`config.mk`:
```
export PLATFORM = sky130hd
export DESIGN_NAME = bmu_engine
export DESIGN_NICKNAME = d
export VERILOG_FILES = /design/src/inc/bmu_pkg.sv /design/src/core/bmu_engine.sv
export VERILOG_INCLUDE_DIRS = /design/src /design/src/inc
export SDC_FILE = /design/constraint.sdc
export NUM_CORES = 1
export LEC_CHECK = 0
export BUFFER_PORTS_ARGS = -buffer_cell sky130_fd_sc_hd__buf_4
export CORE_UTILIZATION = 32
export DETAILED_ROUTE_END_ITERATION = 6
export PLACE_DENSITY = 0.66
export SYNTH_ARGS = -nofsm -noshare
export SYNTH_HDL_FRONTEND = slang
export SYNTH_SLANG_ARGS = --single-unit
export TNS_END_PERCENT = 5
```
`constraint.sdc`:
```
create_clock -name clk_sys_i -period 1.3 [get_ports clk_sys_i]
set_input_delay 0.13 -clock clk_sys_i [delete_from_list [all_inputs] [get_ports clk_sys_i]]
set_output_delay 0.13 -clock clk_sys_i [all_outputs]
set_load 0.05 [all_outputs]
```
`src/inc/bmu_regs.svh`:
```
// Purpose: constants of the decorated-store and/or read-modify-write engine
// Assumes: 32-bit addresses and data on both bus ports
// Notes: no software registers; only address decoding, bus encoding and reset value constants
// Function
// - slave wait states stall the upstream master cycle for cycle
// - decorated and store reads, ands with write data, writes back indivisibly
// - decorated or store reads, ors with write data, writes back indivisibly
// - read and write-back use the originating store's byte, halfword or word size
// - address bits 30:29 pick region, 01 sram and 10 peripheral
// - address bits 28:26 equal to 001 select the and operation
// - address bits 28:26 equal to 010 select the or operation
// - low twenty address bits are the offset into the selected region
// - downstream address is decorated address masked with e00fffff for read and write
// - first cycle forwards address, decodes, turns write into read, captures attributes
// - second cycle presents captured address and attributes again as a write
// - second cycle combines slave read data with write data into a result register
// - third cycle drives the result register onto downstream write data
// - don't-care address bits affect neither operation nor target address
// - upstream transfer stays stalled while modified data is formed
// - undecorated accesses pass combinationally to the slave side unchanged
`ifndef BMU_REGS_SVH
`define BMU_REGS_SVH

// ****************************************
// address decoration
// ****************************************
`define BMU_ADDR_MASK 32'hE00F_FFFF
`define BMU_TOP_BIT 31
`define BMU_REGION_HI 30
`define BMU_REGION_LO 29
`define BMU_OP_HI 28
`define BMU_OP_LO 26
`define BMU_REGION_SRAM 2'h1
`define BMU_REGION_PERIPH 2'h2
`define BMU_OP_AND 3'h1
`define BMU_OP_OR 3'h2

// ****************************************
// bus encodings and reset values
// ****************************************
`define BMU_TRANS_IDLE 2'h0
`define BMU_TRANS_NONSEQ 2'h2
`define BMU_RST_ADDR 32'h0000_0000
`define BMU_RST_DATA 32'h0000_0000
`define BMU_RST_SIZE 3'h0
`define BMU_RST_PROT 4'h0

`endif

```
`src/inc/bmu_pkg.sv`:
```
// Purpose: types of the decorated-store engine
// Assumes: nothing beyond the constants header
// Notes: states of the read-modify-write sequencer
package bmu_pkg;

  // ****************************************
  // types
  // ****************************************
  typedef enum logic [1:0] {
    BMU_ST_PASS = 2'b00,
    BMU_ST_READ = 2'b01,
    BMU_ST_WRITE = 2'b10
  } bmu_state_e;

  typedef enum logic {
    BMU_FN_AND = 1'b0,
    BMU_FN_OR = 1'b1
  } bmu_fn_e;

endpackage

```
`src/core/bmu_engine.sv`:
```
// Purpose: bit_manipulation_unit decorated and/or store engine between master and slave bus
// Assumes: two-stage pipelined bus, single clock domain, synchronous reset
// Notes: other decorations and all loads pass through as plain accesses
`timescale 1ns/1ps
`include "bmu_regs.svh"

module bmu_engine
  import bmu_pkg::*;
(
  // clock and reset
  input wire logic clk_sys_i,
  input wire logic sys_rst_i,
  // upstream master port
  input wire logic [31:0] m_haddr_i,
  input wire logic [1:0] m_htrans_i,
  input wire logic m_hwrite_i,
  input wire logic [2:0] m_hsize_i,
  input wire logic [3:0] m_hprot_i,
  input wire logic [31:0] m_hwdata_i,
  output logic [31:0] m_hrdata_o,
  output logic m_hready_o,
  output logic m_hresp_o,
  // downstream slave port
  output logic [31:0] s_haddr_o,
  output logic [1:0] s_htrans_o,
  output logic s_hwrite_o,
  output logic [2:0] s_hsize_o,
  output logic [3:0] s_hprot_o,
  output logic [31:0] s_hwdata_o,
  input wire logic [31:0] s_hrdata_i,
  input wire logic s_hready_i,
  input wire logic s_hresp_i
);

  // ****************************************
  // decode helpers
  // ****************************************
  function automatic logic is_decorated(input logic [31:0] addr, input logic [1:0] trans, input logic wr);
    logic [1:0] region;
    logic [2:0] op;
    region = addr[`BMU_REGION_HI:`BMU_REGION_LO];
    op = addr[`BMU_OP_HI:`BMU_OP_LO];
    is_decorated = trans[1] && wr && !addr[`BMU_TOP_BIT] &&
                   ((region == `BMU_REGION_SRAM) || (region == `BMU_REGION_PERIPH)) &&
                   ((op == `BMU_OP_AND) || (op == `BMU_OP_OR));
  endfunction

  function automatic logic [31:0] strip_addr(input logic [31:0] addr);
    // decoration bits and don't-care bits are cleared alike
    strip_addr = addr & `BMU_ADDR_MASK;
  endfunction

  // ****************************************
  // state
  // ****************************************
  bmu_state_e state;
  bmu_state_e next_state;
  logic [31:0] cap_addr;
  logic [31:0] next_cap_addr;
  logic [2:0] cap_size;
  logic [2:0] next_cap_size;
  logic [3:0] cap_prot;
  logic [3:0] next_cap_prot;
  bmu_fn_e cap_fn;
  bmu_fn_e next_cap_fn;
  logic [31:0] result;
  logic [31:0] next_result;
  logic take_decorated;

  // a new decorated store is accepted only when the upstream address phase completes
  assign take_decorated = m_hready_o && is_decorated(m_haddr_i, m_htrans_i, m_hwrite_i);

  // ****************************************
  // sequencer next values
  // ****************************************
  always_comb begin
    next_state = state;
    next_cap_addr = cap_addr;
    next_cap_size = cap_size;
    next_cap_prot = cap_prot;
    next_cap_fn = cap_fn;
    next_result = result;
    case (state)
      BMU_ST_READ: begin
        if (s_hready_i) begin
          // lane replication by the master lets the full word be combined
          if (cap_fn == BMU_FN_AND) begin
            next_result = s_hrdata_i & m_hwdata_i;
          end else begin
            next_result = s_hrdata_i | m_hwdata_i;
          end
          next_state = BMU_ST_WRITE;
        end
      end
      default: begin
        if (state == BMU_ST_WRITE && s_hready_i) begin
          next_state = BMU_ST_PASS;
        end
        if (take_decorated) begin
          next_cap_addr = strip_addr(m_haddr_i);
          next_cap_size = m_hsize_i;
          next_cap_prot = m_hprot_i;
          if (m_haddr_i[`BMU_OP_HI:`BMU_OP_LO] == `BMU_OP_AND) begin
            next_cap_fn = BMU_FN_AND;
          end else begin
            next_cap_fn = BMU_FN_OR;
          end
          next_state = BMU_ST_READ;
        end
      end
    endcase
  end

  always_ff @(posedge clk_sys_i) begin
    if (sys_rst_i) begin
      state <= BMU_ST_PASS;
      cap_addr <= `BMU_RST_ADDR;
      cap_size <= `BMU_RST_SIZE;
      cap_prot <= `BMU_RST_PROT;
      cap_fn <= BMU_FN_AND;
      result <= `BMU_RST_DATA;
    end else begin
      state <= next_state;
      cap_addr <= next_cap_addr;
      cap_size <= next_cap_size;
      cap_prot <= next_cap_prot;
      cap_fn <= next_cap_fn;
      result <= next_result;
    end
  end

  // ****************************************
  // bus steering
  // ****************************************
  // the pass path is combinational so plain accesses see no added latency
  always_comb begin
    s_haddr_o = m_haddr_i;
    s_htrans_o = m_htrans_i;
    s_hwrite_o = m_hwrite_i;
    s_hsize_o = m_hsize_i;
    s_hprot_o = m_hprot_i;
    s_hwdata_o = m_hwdata_i;
    m_hrdata_o = s_hrdata_i;
    m_hready_o = s_hready_i;
    m_hresp_o = s_hresp_i;
    case (state)
      BMU_ST_READ: begin
        // write address phase recirculated; master held in its data phase
        s_haddr_o = cap_addr;
        s_htrans_o = `BMU_TRANS_NONSEQ;
        s_hwrite_o = 1'b1;
        s_hsize_o = cap_size;
        s_hprot_o = cap_prot;
        m_hready_o = 1'b0;
      end
      BMU_ST_WRITE: begin
        s_hwdata_o = result;
      end
      default: begin
      end
    endcase
    if (state != BMU_ST_READ && is_decorated(m_haddr_i, m_htrans_i, m_hwrite_i)) begin
      // decorated write becomes a read of the real location
      s_haddr_o = strip_addr(m_haddr_i);
      s_hwrite_o = 1'b0;
    end
  end

endmodule // bmu_engine

```
==> impl_metrics.toml <==
[sta]
clock_skew_ns = 0.00835
finalHoldViolCount = 0
tightestPinTransition_ns = 0.334
period_share_pct = 131
setup-tns-final_ns = -28.03
drv_slew = 0
period_needed_ns = 1.70
clock.fmax_mhz = 589
setup_viol = 107
fin_ws_ns = -0.399
slew_headroom_pct = 77.7
rsz0062_at_grt = "true"

[place]
dp_hpwl_mm = 8.42
dp_cells = 764
place.gp.congestion = 0.779
port_buffers = 215
place_area_sq_um = 5690

[grt]
antenna_found_initial = 0
grt_pass1_wl_mm = 18.4
grt_usage_pct = 17.9
grt_pass1_vias = 3844
overflow = 0
grt_max_degree = 41

[clock_network]
clk_pin_slew_ns = 0.06
root_buffer = "clkbuf_16"
cts_sinks = 65
cts_buffers = 9
cts_max_path_buffers = 2
cts_tree = "built"
cts_htree_levels = 3
clkLatencyLatePin_ns = 0.33

[final_layout]
instances_no_fill = 782
area_delta_synth_final_pct = 65.3
antenna_cells = 0
n_fill_cell = 1040
final_layout_size_suffix_gt1_share_pct = 54.5
layout_commonest_cell = "buf_4"
fin_area_sq_um = 6360
nNetsFinal = 744
layout_common_cells = "buf_4, buf_6, dfxtp_1"
final_core_util_pct = 55.0

[synthesis]
synth_cells = 451
synthArstFlopShare_pct = 0
synth_edf_count = 0
syn_area_sq_um = 3850
ys_seq_area_share_pct = 33.8
synth_seq_cells = 65
ys_types = 31
synth.avg_cell_area_sq_um = 8.53
yosys_warnings = 0
syn_nets = 561
synth_ff_type = "dfxtp_1"

[power_and_ir_drop]
finalPower_w = 0.00617
p_clk_share_pct = 39.6
internal-power_w = 0.00422
power.switching_w = 0.00195
ir_drop_mv = 0.535
pwr-share-comb_pct = 27.9
power_leakage_nw = 2.84
swShare_pct = 31.6
p_per_area_nw_per_um2 = 970
pwr-share-seq_pct = 32.5

[setup_path]
cp.required_ns = 1.17
startpoint_type = "flip-flop"
cp_max_fo = 18
critical_path_class = "reg -> out"
cp-end-kind = "output pin"
slowest_stage = "dfxtp_2"
slowest_delay_ns = 0.32
crit_chain = "buf_4 -> nand2b_4 -> buf_12 -> mux2_4 -> buf_6"
r2r_setup_slack_ns = -0.20
arrival_ns = 1.57

[drt]
firstDrtPassIters = 7
wirelength_mm = 11.7
drc_errors = 11
routedWlPerCell_microns = 14.9
vias = 3977
via_per_inst = 5.09
drtAntennaViolNets = 0
first_iter_violations = 159

[floorplan]
dieArea_sq_um = 12500
initial_utilization_pct = 33.3
pin_count = 218
die_y_microns = 112
die_w_microns = 112
core_sq_um = 11600
placement_rows = 39

[flow_run]
maxCapViolCount = 0

[min_path]
hp-class = "in -> reg"

[outcome]
violations = "design-rule violations, negative setup slack"
outcome = "finished with violations"
repair_timing:
action / CTS / global route
pin swaps: 32 / 3
buffers inserted: 1 / 1
resized for setup: 79 / 17
hold buffers: 0 / 0
endpoints found under the setup margin: 130 / 133
Yosys cell counts, types with 3 or more instances:
cell type	count	area share, %
mux2_2	59	17
a311oi_1	32	7.3
mux2_1	3	0.88
clkbuf_2	3	0.39
buf_2	14	1.8
nand2b_1	3	0.49
clkbuf_1	14	1.4
o21ai_0	60	7.8
buf_4	40	7.8
a21oi_1	29	3.8
and3_1	6	0.98
nand3_1	29	3.8
dfxtp_1	65	34
nand2_1	37	3.6
nor2_1	34	3.3
through the flow:
step / setup WS, ns / hold slack (ns)
3_5_place_dp: -0.164 / 0.261
5_1_grt: -0.446 / 0.0684
6_report: -0.399 / 0.0669
4_1_cts: -0.410 / 0.0603
2_1_floorplan: -0.110 / 0.221
3_3_place_gp: -0.136 / 0.261
power by group through the flow:
| stage | Clock (W) | Sequential (W) | Combinational [W] |
|---|---|---|---|
| finish | 0.00244 | 0.00201 | 0.00172 |
| global route | 0.00257 | 0.00201 | 0.00179 |
| CTS | 0.00251 | 0.00201 | 0.00171 |
| detailed placement | 0 | 0.00205 | 0.00160 |
| global placement | 0 | 0.00205 | 0.00159 |
| floorplan | 0 | 0.00205 | 0.00104 |
cells by family (layout without fill, tap and decap cells):
| logic type | after synthesis | count (layout) | share of synthesized area, % |
|---|---|---|---|
| compound gates | 129 | 129 | 20.9 |
| xor+xnor | 2 | 2 | 0.651 |
| buf+inv | 75 | 263 | 12.2 |
| flops | 65 | 65 | 33.8 |
| mux | 62 | 62 | 18.2 |
| simple gates | 118 | 118 | 14.3 |
registers in the layout (all words and copies together), names as in the netlist:
| signal | cells |
|---|---|
| cap_addr | 23 |
| cap_prot | 4 |
| cap_size | 3 |
| cap_fn | 1 |
| result | 32 |
| state | 2 |
worst paths after layout:
| kind | from | to | cells past startpoint |
|---|---|---|---|
| max | state[1]$_SDFFE_PP0P_ | s_hwdata_o[15] | 5 |
| min | m_haddr_i[10] | cap_addr[10]$_SDFFE_PP0P_ | 3 |
| max reg2reg | state[1]$_SDFFE_PP0P_ | result[3]$_SDFFE_PP0P_ | 7 |
| min reg2reg | cap_prot[3]$_SDFFE_PP0P_ | cap_prot[3]$_SDFFE_PP0P_ | 2 |
cell type report:
| type | instances | area (sq um) | share of cell area [%] |
|---|---|---|---|
| clock buffers | 9 | 225 | 3.54 |
| clock inverters | 7 | 75.1 | 1.18 |
| inverters | 2 | 7.51 | 0.118 |
| multi-input cells | 311 | 2310 | 36.4 |
| flip-flops and latches | 65 | 1310 | 20.5 |
| well taps | 143 | 179 | 2.81 |
| repair buffers | 245 | 2250 | 35.5 |
worst max-delay path: cells and delay by family (launching register included):
kind          cells  cell delay, ns
buf+inv           3            0.50
flops             1            0.32
mux               1            0.32
simple gates      1            0.09
routing by layer:
metal / share of wire, % / track usage, % / vias up
li1: - / - / 1966
met1: 42 / 21.3 / 1860
met2: 52 / 32.3 / 140
met3: 5.0 / 3.76 / 11
met4: 1.1 / 5.14 / 0
met5: 0 / 0 / -
Note: power is estimated with default switching activity, not from simulation.
